--- src/verilog/bus_cycle_pkg.sv ---
// Shared constants and types for the bus cycle sequencer and panel run control
package bus_cycle_pkg;
    // Opcodes: octal 072 and octal 323
    localparam logic [7:0]  OPC_LOAD_ACC     = 8'h3A;
    localparam logic [7:0]  OPC_OUTPUT       = 8'hD3;
    // Status byte bit positions
    localparam int          ST_WO_N          = 1;
    localparam int          ST_OUT           = 4;
    localparam int          ST_FETCH         = 5;
    localparam int          ST_MEMR          = 7;
    // Status bytes per cycle type
    localparam logic [7:0]  STS_FETCH        = 8'hA2;
    localparam logic [7:0]  STS_MEMRD        = 8'h82;
    localparam logic [7:0]  STS_OUTWR        = 8'h10;
    // Reset values and program counter step
    localparam logic [15:0] ADDR_RESET       = 16'h0000;
    localparam logic [15:0] PC_STEP          = 16'h0001;
    localparam logic [7:0]  BYTE_RESET       = 8'h00;
    // Slow counter and its taps
    localparam int          SLOW_COUNT_W     = 24;
    localparam logic [23:0] SLOW_COUNT_ONE   = 24'h000001;
    localparam logic [23:0] SLOW_COUNT_RESET = 24'h000000;
    localparam int          STOP_TAP_DEFAULT = 13;
    localparam int          SLOW_TAP_DEFAULT = 18;
    // Panel switch vector layout
    localparam int          SWITCH_COUNT     = 4;
    localparam int          SW_STOP          = 0;
    localparam int          SW_RUN           = 1;
    localparam int          SW_STEP          = 2;
    localparam int          SW_SLOW          = 3;

    typedef enum logic [1:0] {T1, T2, T3, TWAIT} tState_t;
    typedef enum logic [1:0] {MC1, MC2, MC3, MC4} mCycle_t;
endpackage : bus_cycle_pkg

--- src/verilog/run_ctrl_if.sv ---
// Link between the bus cycle sequencer and the panel run control
`timescale 1ns/1ps
`default_nettype none
interface run_ctrl_if;
    logic coincidence;
    logic ready;

    modport cpu (output coincidence, input ready);
    modport ctrl (input coincidence, output ready);
endinterface : run_ctrl_if
`default_nettype wire

--- src/verilog/switch_sync.sv ---
// Three-stage synchroniser with agreement filter for panel switches
`timescale 1ns/1ps
`default_nettype none
module switch_sync
    import bus_cycle_pkg::*;
#(
    parameter int W = SWITCH_COUNT
) (
    // Clock and reset
    input  wire logic         clk,
    input  wire logic         sys_rst,
    input  wire logic         clkEn,
    // Switches
    input  wire logic [W-1:0] rawIn,
    output wire logic [W-1:0] cleanOut
);
    for (genvar i = 0; i < W; i++) begin : g_bit
        logic s1_q;
        logic s2_q;
        logic s3_q;
        logic clean_q;
        // First stage feeds only the second
        always_ff @(posedge clk or posedge sys_rst) begin
            if (sys_rst) begin
                s1_q    <= 1'b0;
                s2_q    <= 1'b0;
                s3_q    <= 1'b0;
                clean_q <= 1'b0;
            end else if (clkEn) begin
                s1_q <= rawIn[i];
                s2_q <= s1_q;
                s3_q <= s2_q;
                if (s2_q == s3_q) begin
                    clean_q <= s3_q;
                end
            end
        end
        assign cleanOut[i] = clean_q;
    end
endmodule : switch_sync
`default_nettype wire

--- src/verilog/run_control.sv ---
// Panel stop, single-step and slow-step control driving the ready line
`timescale 1ns/1ps
`default_nettype none
module run_control
    import bus_cycle_pkg::*;
#(
    parameter int StopTap = STOP_TAP_DEFAULT,
    parameter int SlowTap = SLOW_TAP_DEFAULT
) (
    // Clock and reset
    input  wire logic clk,
    input  wire logic sys_rst,
    input  wire logic clkEn,
    // Cleaned switches
    input  wire logic stopSw,
    input  wire logic runSw,
    input  wire logic stepSw,
    input  wire logic slowSw,
    // Sequencer link
    run_ctrl_if.ctrl  rc,
    output wire logic panel_ready
);
    logic [SLOW_COUNT_W-1:0] slowCount_q;
    logic                    stopTapPrev_q;
    logic                    slowTapPrev_q;
    logic                    stepSwPrev_q;
    logic                    stopLatch1_q;
    logic                    stopLatch2_q;
    logic                    stop_flip_flop;
    logic                    stepFf_q;
    logic                    stopTick;
    logic                    slowTick;
    logic                    stepSet;

    // Divider giving the stop-sampling and slow-step taps
    always_ff @(posedge clk or posedge sys_rst) begin
        if (sys_rst) begin
            slowCount_q   <= SLOW_COUNT_RESET;
            stopTapPrev_q <= 1'b0;
            slowTapPrev_q <= 1'b0;
            stepSwPrev_q  <= 1'b0;
        end else if (clkEn) begin
            slowCount_q   <= slowCount_q + SLOW_COUNT_ONE;
            stopTapPrev_q <= slowCount_q[StopTap];
            slowTapPrev_q <= slowCount_q[SlowTap];
            stepSwPrev_q  <= stepSw;
        end
    end

    assign stopTick = slowCount_q[StopTap] & ~stopTapPrev_q;
    assign slowTick = slowCount_q[SlowTap] & ~slowTapPrev_q;
    assign stepSet  = (stepSw & ~stepSwPrev_q) | (slowSw & slowTick); // RL15 RL18

    // Two latch stages on the stop tap keep a bouncing switch away from the stop flop
    always_ff @(posedge clk or posedge sys_rst) begin
        if (sys_rst) begin
            stopLatch1_q <= 1'b0; // RL19
            stopLatch2_q <= 1'b0; // RL19
        end else if (clkEn && stopTick) begin
            stopLatch1_q <= stopSw; // RL17
            stopLatch2_q <= stopLatch1_q; // RL17
        end
    end

    always_ff @(posedge clk or posedge sys_rst) begin
        if (sys_rst) begin
            stop_flip_flop <= 1'b0;
        end else if (clkEn) begin
            if (stopLatch2_q) begin
                stop_flip_flop <= 1'b1; // RL14 RL17
            end else if (runSw) begin
                stop_flip_flop <= 1'b0;
            end
        end
    end

    // Set wins over the fetch coincidence clear
    always_ff @(posedge clk or posedge sys_rst) begin
        if (sys_rst) begin
            stepFf_q <= 1'b0; // RL19
        end else if (clkEn) begin
            if (stepSet) begin
                stepFf_q <= 1'b1; // RL15
            end else if (rc.coincidence) begin
                stepFf_q <= 1'b0; // RL16
            end
        end
    end

    assign panel_ready = ~stop_flip_flop | stepFf_q; // RL13
    assign rc.ready    = panel_ready;
endmodule : run_control
`default_nettype wire

--- src/verilog/bus_output_cycle_and_run_control.sv ---
// Processor-side bus cycle sequencer for output writes and loads, with panel run control
// Function
// RL1 - Load accumulator: fetch, two address reads, then memory read into accumulator.
// RL2 - Output opcode: fetch, read port number, then output write cycle.
// RL3 - Output: program counter held after port read, bumped after write.
// RL4 - Output write cycle spans three clock periods, one step each.
// RL5 - Late first period: port on address, status on data, sync high.
// RL6 - Second period start: status strobe pulse latches output and write qualifiers.
// RL7 - Output qualifier blocks the memory write strobe.
// RL8 - I/O card selects itself from qualifier, sync and port address.
// RL9 - Third period start: byte driven on data-out lines.
// RL10 - Write strobe goes low once data-out is stable.
// RL11 - Selected I/O card captures data on the write strobe.
// RL12 - Qualifiers and address drive output, write-out and address lamps.
// RL13 - Ready line low means wait, high means run.
// RL14 - Stop deasserts run; wait entered only at fetch coincidence.
// RL15 - Single step or slow sets step control for one instruction.
// RL16 - Next fetch coincidence clears step control and forces wait.
// RL17 - Stop switch passes two slow-tap latch stages before the stop flop; here both latches are clocked from the stop tap (StopTap), not SlowTap.
// RL18 - Slow mode retriggers steps from a 24-bit counter tap.
// RL19 - Reset clears stop latches, step control, write strobe and qualifiers.
`timescale 1ns/1ps
`default_nettype none
module bus_output_cycle_and_run_control
    import bus_cycle_pkg::*;
#(
    parameter int StopTap = STOP_TAP_DEFAULT,
    parameter int SlowTap = SLOW_TAP_DEFAULT
) (
    // Clock and reset
    input  wire logic        clk,
    input  wire logic        sys_rst,
    input  wire logic        clkEn,
    // Panel switches
    input  wire logic        stopSwitch,
    input  wire logic        runSwitch,
    input  wire logic        stepSwitch,
    input  wire logic        slowSwitch,
    // Backplane bus
    output var  logic [15:0] address_lines,
    output var  logic [7:0]  statusLines,
    output var  logic        bus_cycle_sync,
    output var  logic        status_strobe_n,
    output var  logic        output_cycle_qual,
    output var  logic        write_out_qual_n,
    output wire logic        fetch_status_bit,
    output var  logic [7:0]  data_out_lines,
    output var  logic        bus_write_strobe_n,
    output wire logic        memory_write_strobe,
    output var  logic        data_in_enable_n,
    input  wire logic [7:0]  dataInLines,
    // Panel
    output wire logic        panel_ready,
    output wire logic        lampOut,
    output wire logic        lampWriteOut,
    output wire logic [15:0] lampAddress,
    output var  logic [7:0]  accumulator,
    output var  logic [15:0] programCounter
);
    tState_t     tState_q;
    mCycle_t     mCycle_q;
    mCycle_t     nextCycle;
    logic        phase_q;
    logic [7:0]  opcode_q;
    logic [7:0]  port_q;
    logic [7:0]  addrLo_q;
    logic [7:0]  addrHi_q;
    logic [15:0] cycleAddr;
    logic [7:0]  cycleStatus;
    logic        writeCycle;
    logic        endT1a;
    logic        endT1b;
    logic        endT2a;
    logic        enterT3;
    logic        endT3a;
    logic        endT3b;
    logic [3:0]  swClean;

    run_ctrl_if rc ();

    switch_sync #(
        .W (SWITCH_COUNT)
    ) u_sync (
        .clk      (clk),
        .sys_rst  (sys_rst),
        .clkEn    (clkEn),
        .rawIn    ({slowSwitch, stepSwitch, runSwitch, stopSwitch}),
        .cleanOut (swClean)
    );

    run_control #(
        .StopTap (StopTap),
        .SlowTap (SlowTap)
    ) u_run (
        .clk         (clk),
        .sys_rst     (sys_rst),
        .clkEn       (clkEn),
        .stopSw      (swClean[SW_STOP]),
        .runSw       (swClean[SW_RUN]),
        .stepSw      (swClean[SW_STEP]),
        .slowSw      (swClean[SW_SLOW]),
        .rc          (rc.ctrl),
        .panel_ready (panel_ready)
    );

    // Fetch coincidence: sync, status strobe and fetch bit together
    assign rc.coincidence = bus_cycle_sync & ~status_strobe_n & statusLines[ST_FETCH]; // RL14 RL16
    assign fetch_status_bit = statusLines[ST_FETCH];

    // Step points: T1, T2 and T3 are each split into two phases of the system clock
    assign endT1a  = (tState_q == T1) && !phase_q;
    assign endT1b  = (tState_q == T1) && phase_q;
    assign endT2a  = (tState_q == T2) && !phase_q;
    assign enterT3 = ((tState_q == T2) && phase_q && !(mCycle_q == MC1 && !rc.ready))
                   || ((tState_q == TWAIT) && rc.ready);
    assign endT3a  = (tState_q == T3) && !phase_q;
    assign endT3b  = (tState_q == T3) && phase_q;

    assign writeCycle = (opcode_q == OPC_OUTPUT) && (mCycle_q == MC3); // RL2

    always_comb begin
        nextCycle = MC1;
        case (mCycle_q)
            MC1: begin
                if (opcode_q == OPC_LOAD_ACC || opcode_q == OPC_OUTPUT) begin
                    nextCycle = MC2; // RL1 RL2
                end
            end
            MC2: nextCycle = MC3;
            MC3: begin
                if (opcode_q == OPC_LOAD_ACC) begin
                    nextCycle = MC4; // RL1
                end
            end
            MC4: nextCycle = MC1;
            default: nextCycle = MC1;
        endcase
    end

    always_comb begin
        cycleAddr   = programCounter;
        cycleStatus = STS_MEMRD;
        if (mCycle_q == MC1) begin
            cycleStatus = STS_FETCH;
        end else if (writeCycle) begin
            cycleAddr   = {port_q, port_q}; // RL5
            cycleStatus = STS_OUTWR;
        end else if (mCycle_q == MC4) begin
            cycleAddr = {addrHi_q, addrLo_q}; // RL1
        end
    end

    // Period sequencer; the wait state is only reachable from the fetch cycle
    always_ff @(posedge clk or posedge sys_rst) begin
        if (sys_rst) begin
            tState_q <= T1;
            mCycle_q <= MC1;
            phase_q  <= 1'b0;
        end else if (clkEn) begin
            case (tState_q)
                T1: begin
                    phase_q <= ~phase_q;
                    if (phase_q) begin
                        tState_q <= T2; // RL4
                    end
                end
                T2: begin
                    phase_q <= ~phase_q;
                    if (phase_q) begin
                        tState_q <= enterT3 ? T3 : TWAIT; // RL13 RL14
                    end
                end
                TWAIT: begin
                    if (enterT3) begin
                        tState_q <= T3; // RL13
                    end
                end
                T3: begin
                    phase_q <= ~phase_q;
                    if (phase_q) begin
                        tState_q <= T1; // RL4
                        mCycle_q <= nextCycle;
                    end
                end
                default: begin
                    tState_q <= T1;
                    phase_q  <= 1'b0;
                end
            endcase
        end
    end

    // Address, status and sync presented late in the first period
    always_ff @(posedge clk or posedge sys_rst) begin
        if (sys_rst) begin
            address_lines    <= ADDR_RESET;
            statusLines      <= BYTE_RESET;
            bus_cycle_sync   <= 1'b0;
            data_in_enable_n <= 1'b1;
        end else if (clkEn) begin
            if (endT1a) begin
                address_lines    <= cycleAddr; // RL5
                statusLines      <= cycleStatus; // RL5
                bus_cycle_sync   <= 1'b1; // RL5
                data_in_enable_n <= 1'b0;
            end else if (endT2a) begin
                bus_cycle_sync   <= 1'b0;
                data_in_enable_n <= writeCycle ? 1'b0 : 1'b1;
            end else if (endT3b) begin
                data_in_enable_n <= 1'b1;
            end
        end
    end

    // Status strobe pulse and the qualifier latch it loads on its rising edge
    always_ff @(posedge clk or posedge sys_rst) begin
        if (sys_rst) begin
            status_strobe_n   <= 1'b1;
            output_cycle_qual <= 1'b0; // RL19
            write_out_qual_n  <= 1'b1; // RL19
        end else if (clkEn) begin
            if (endT1b) begin
                status_strobe_n <= 1'b0; // RL6
            end else if (endT2a) begin
                status_strobe_n   <= 1'b1; // RL6
                output_cycle_qual <= statusLines[ST_OUT]; // RL6
                write_out_qual_n  <= statusLines[ST_WO_N]; // RL6
            end
        end
    end

    // Data out at the start of the third period, strobe one phase later
    always_ff @(posedge clk or posedge sys_rst) begin
        if (sys_rst) begin
            data_out_lines     <= BYTE_RESET;
            bus_write_strobe_n <= 1'b1; // RL19
        end else if (clkEn) begin
            if (enterT3 && writeCycle) begin
                data_out_lines <= accumulator; // RL9
            end
            if (endT3a && writeCycle) begin
                bus_write_strobe_n <= 1'b0; // RL10
            end else if (endT3b) begin
                bus_write_strobe_n <= 1'b1; // RL4
            end
        end
    end

    // Output qualifier gates the memory strobe so port writes never reach memory
    assign memory_write_strobe = ~bus_write_strobe_n & ~output_cycle_qual; // RL7

    // Read data captured mid third period
    always_ff @(posedge clk or posedge sys_rst) begin
        if (sys_rst) begin
            opcode_q    <= BYTE_RESET;
            port_q      <= BYTE_RESET;
            addrLo_q    <= BYTE_RESET;
            addrHi_q    <= BYTE_RESET;
            accumulator <= BYTE_RESET;
        end else if (clkEn && endT3a && !writeCycle) begin
            case (mCycle_q)
                MC1: opcode_q <= dataInLines; // RL1 RL2
                MC2: begin
                    if (opcode_q == OPC_OUTPUT) begin
                        port_q <= dataInLines; // RL2
                    end else begin
                        addrLo_q <= dataInLines; // RL1
                    end
                end
                MC3: addrHi_q <= dataInLines; // RL1
                MC4: accumulator <= dataInLines; // RL1
                default: opcode_q <= opcode_q;
            endcase
        end
    end

    // Program counter: held across the port read until the write completes
    always_ff @(posedge clk or posedge sys_rst) begin
        if (sys_rst) begin
            programCounter <= ADDR_RESET;
        end else if (clkEn && endT3b) begin
            if (!(mCycle_q == MC2 && opcode_q == OPC_OUTPUT) && mCycle_q != MC4) begin
                programCounter <= programCounter + PC_STEP; // RL3
            end
        end
    end

    // Panel lamps follow the bus qualifiers and address
    assign lampOut      = output_cycle_qual; // RL12
    assign lampWriteOut = ~write_out_qual_n; // RL12
    assign lampAddress  = address_lines; // RL12
endmodule : bus_output_cycle_and_run_control
`default_nettype wire

--- config.mk ---
export PLATFORM = sky130hd
export DESIGN_NAME = bus_output_cycle_and_run_control
export DESIGN_NICKNAME = d
export VERILOG_FILES = /design/src/verilog/bus_cycle_pkg.sv /design/src/verilog/run_ctrl_if.sv /design/src/verilog/switch_sync.sv /design/src/verilog/run_control.sv /design/src/verilog/bus_output_cycle_and_run_control.sv
export SDC_FILE = /design/constraint.sdc
export NUM_CORES = 1
export LEC_CHECK = 0
export BUFFER_PORTS_ARGS = -buffer_cell sky130_fd_sc_hd__buf_4
export CAP_MARGIN = 20
export CORE_ASPECT_RATIO = 1.75
export CORE_UTILIZATION = 40
export DETAILED_ROUTE_END_ITERATION = 16
export PLACE_DENSITY_LB_ADDON = 0.3
export SLEW_MARGIN = 25
export SYNTH_ARGS = -nofsm -noshare
export SYNTH_HDL_FRONTEND = slang
export SYNTH_HIERARCHICAL = 1
export SYNTH_SLANG_ARGS = --single-unit
--- constraint.sdc ---
create_clock -name clk -period 3.04 [get_ports clk]
set_clock_uncertainty 0.15 [all_clocks]
set_input_delay 0.304 -clock clk [delete_from_list [all_inputs] [get_ports clk]]
set_output_delay 0.304 -clock clk [all_outputs]
set_load 0.01 [all_outputs]
==> reports/metrics.cfg <==
[clock_tree]
numCtsBuffers=17
root_buffer=clkbuf_16
ctsResizeCount=0
clk_pin_slew_worst_paths_ps=60
clockBufferDepth=2
clk_latency_ps=410
cts_tree=built
clock-sinks=136
htree_num_levels=4

[drt]
drt-total-wl_um=14300
avgViaCountPerCell=5.40
firstDrtPassIters=5
vias=4397
drt-initial-drc-count=285
drt.antenna.violating_nets=0
drc=0
routedWlPerCell_um=17.6

[setup_path]
worst-setup-path-type=reg -> reg
cp-end-kind=flip-flop
slowest_delay_ps=650
crit_chain=nand2b_4 > or4_1 > or2_1 > or4_4 > mux2_4
cp.required_ps=3190
crit_slowest_cell=or4_4
crit_fanout=8
crit_family=simple AND/OR/NAND/NOR gates
setup.worst_path.start_class=flip-flop
path_buf_inv=0
arrival_ps=2740

[floorplanning]
fp.dieH_um=167
io_pins=98
initial_core_util_pct=41.5
fp.dieW_um=96.2
rows=59
dieArea_um2=16100
core_area_um2=15000

[place]
detailedPlace.worstSlack_ps=472
dp_hpwl_um=10500
io_buffers=93
place.gp.congestion=0.791

[timing]
tightest_slew_ps=847
min_period_over_period_pct=85.3
min_period_ps=2590
slew_headroom_pct=43.5
finalHoldViolCount=0
finalMaxSlewViolations=0
rsz0062_at_grt=no
finalSetupTns_ps=0
setup_viol=0
max_freq_ghz=0.386
setup_ws_ps=447

[layout]
syn_to_final_growth_pct=22.0
diodes=0
layout_common_cells=132 x dfrtp_1, 102 x buf_4, 58 x mux2_2
fillCellCount=1307
final_common_cell=dfrtp_1
drive_gt1_share_pct=34.4
finalNetCount=635

[global_routing]
grt-ovfl-total=0
grt_use_total_pct=19.2
grt_first_pass_wirelength_um=23200
antenna_found_initial=0
grt_pass1_vias=4413
grt_max_degree=49

[job]
maxCapViolCount=0

[synthesis]
synth_ff_type=dfrtp_1
synth_seq_cells=136
avgSynthCellArea_um2=11.5
synthCells=538
synthDistinctLibCells=47
synth_area_um2=6210
ys_warn_count=6
synth_edf_count=0
synth_async_sr_flop_share_pct=100
ys_seq_area_share_pct=54.9

[power_and_ir_drop]
peakVddDrop_mv=0.299
powerDensity_nw_per_um2=815
leakage_nw=3.67

[run_status]
run_status=completed

[worst_hold_path]
hold_path.class=in -> reg

path summary, 6_finish.rpt:
path / start / to / slack, ps / depth (start not counted)
min reg2reg: u_run/slowCount_q[12]$_DFFE_PP0P_ / u_run/slowCount_q[12]$_DFFE_PP0P_ / 320 / 1
max reg2reg: opcode_q[5]$_DFFE_PP0P_ / data_out_lines[7]$_DFFE_PP0P_ / 450 / 5
min: dataInLines[0] / opcode_q[0]$_DFFE_PP0P_ / 20 / 2
min in group asynchronous: sys_rst / u_run/stepFf_q$_DFFE_PP0P_ / 370 / 3
max: opcode_q[5]$_DFFE_PP0P_ / data_out_lines[7]$_DFFE_PP0P_ / 450 / 5
max in group asynchronous: sys_rst / write_out_qual_n$_DFFE_PP1P_ / 1540 / 4
sequential cells by signal, summed over array words and instances, names as in the netlist, 8 cells and up:
signal             cells
u_run/slowCount_q     19
accumulator            8
addrLo_q               8
programCounter        16
address_lines         16
port_q                 8
opcode_q               8
data_out_lines         8
addrHi_q               8
timing repair:
item                                    in CTS  in global routing
buffers inserted                             0                  0
hold buffers                                 5                  0
hold endpoints to repair                    63                  0
endpoints found under the setup margin       0                  0
cell type report:
type	instances	area [um^2]	area share, %
tap	183	229	3.02
inverter	12	46.3	0.611
multi-input combinational	343	2460	32.5
sequential	136	3410	45.0
timing repair buffer	108	836	11.0
clock inverter	14	160	2.11
clock buffer	18	439	5.79
power breakdown:
group          internal, mW  leakage, nW  total (mW)  switching, mW
logic                 0.776         1.61        1.49          0.715
registers              2.19         1.76        2.62          0.429
clock network          1.25        0.298        2.07          0.818
metal layers:
metal  vias to the layer above  share of wire [%]  GRT usage (%)  wire, um
met1                      2206                 40           22.7      5660
met4                         0                2.7           8.31       384
met3                        25                4.2           3.93       598
li1                       2035                  -              -         -
met2                       131                 54           33.0      7680
met5                         -                  0              0         0
kinds of logic (layout without fill, tap and decap cells):
family,count (synthesis),after routing,synth area share (%)
and+or+nand+nor,149,149,12.9
DFF,136,136,54.9
AOI/OAI and AO/OA,87,87,8.54
muxes,67,67,12.6
buffers and inverters,62,152,5.68
xor gates and xnor gates,34,34,4.91
adders and majority gates,2,2,0.403
other,1,4,0.0604
synthesized netlist by cell type, types with 2 or more instances:
cell         n  share of area (%)
mux2_2      58                 11
xnor2_1     27                3.8
nor2_1      33                2.0
or4_1        2               0.24
dfrtp_1    132                 53
xor2_1       6               0.85
inv_1       12               0.72
a22o_1       2               0.28
buf_4       29                3.5
buf_2        3               0.24
nand4b_1     3               0.42
nand4_1     10                1.0
or2b_1       3               0.36
mux2_4       8                1.9
o22ai_1     17                1.7
nand3_1     18                1.4
a21oi_1     22                1.8
ha_1         2               0.40
a211oi_1    16                1.9
nand4_2      2               0.40
nor2b_1      2               0.20
dfstp_2      4                1.7
o2bb2ai_1    4               0.56
clkbuf_1    17                1.0
and3_1      24                2.4
nand2b_1     3               0.30
o21ai_0     22                1.8
nand2_1     33                2.0
and2_1       3               0.30
nand3b_1     4               0.48
metrics by stage:
stage | hold slack, ps | power (mW) | utilization, % | cells | instance area [um^2]
3_5_place_dp | 301 | 4.14 | 46.3 | 777 | 6930
2_1_floorplan | 67.7 | 3.56 | - | 541 | 6220
5_1_grt | 21.6 | 6.50 | 50.6 | 814 | 7580
6_report | 21.5 | 6.18 | 50.6 | 814 | 7580
3_3_place_gp | 286 | 4.09 | 46.3 | 777 | 6930
4_1_cts | 13.5 | 6.24 | 50.6 | 814 | 7580
No activity file was read; power rests on OpenSTA's default activity.
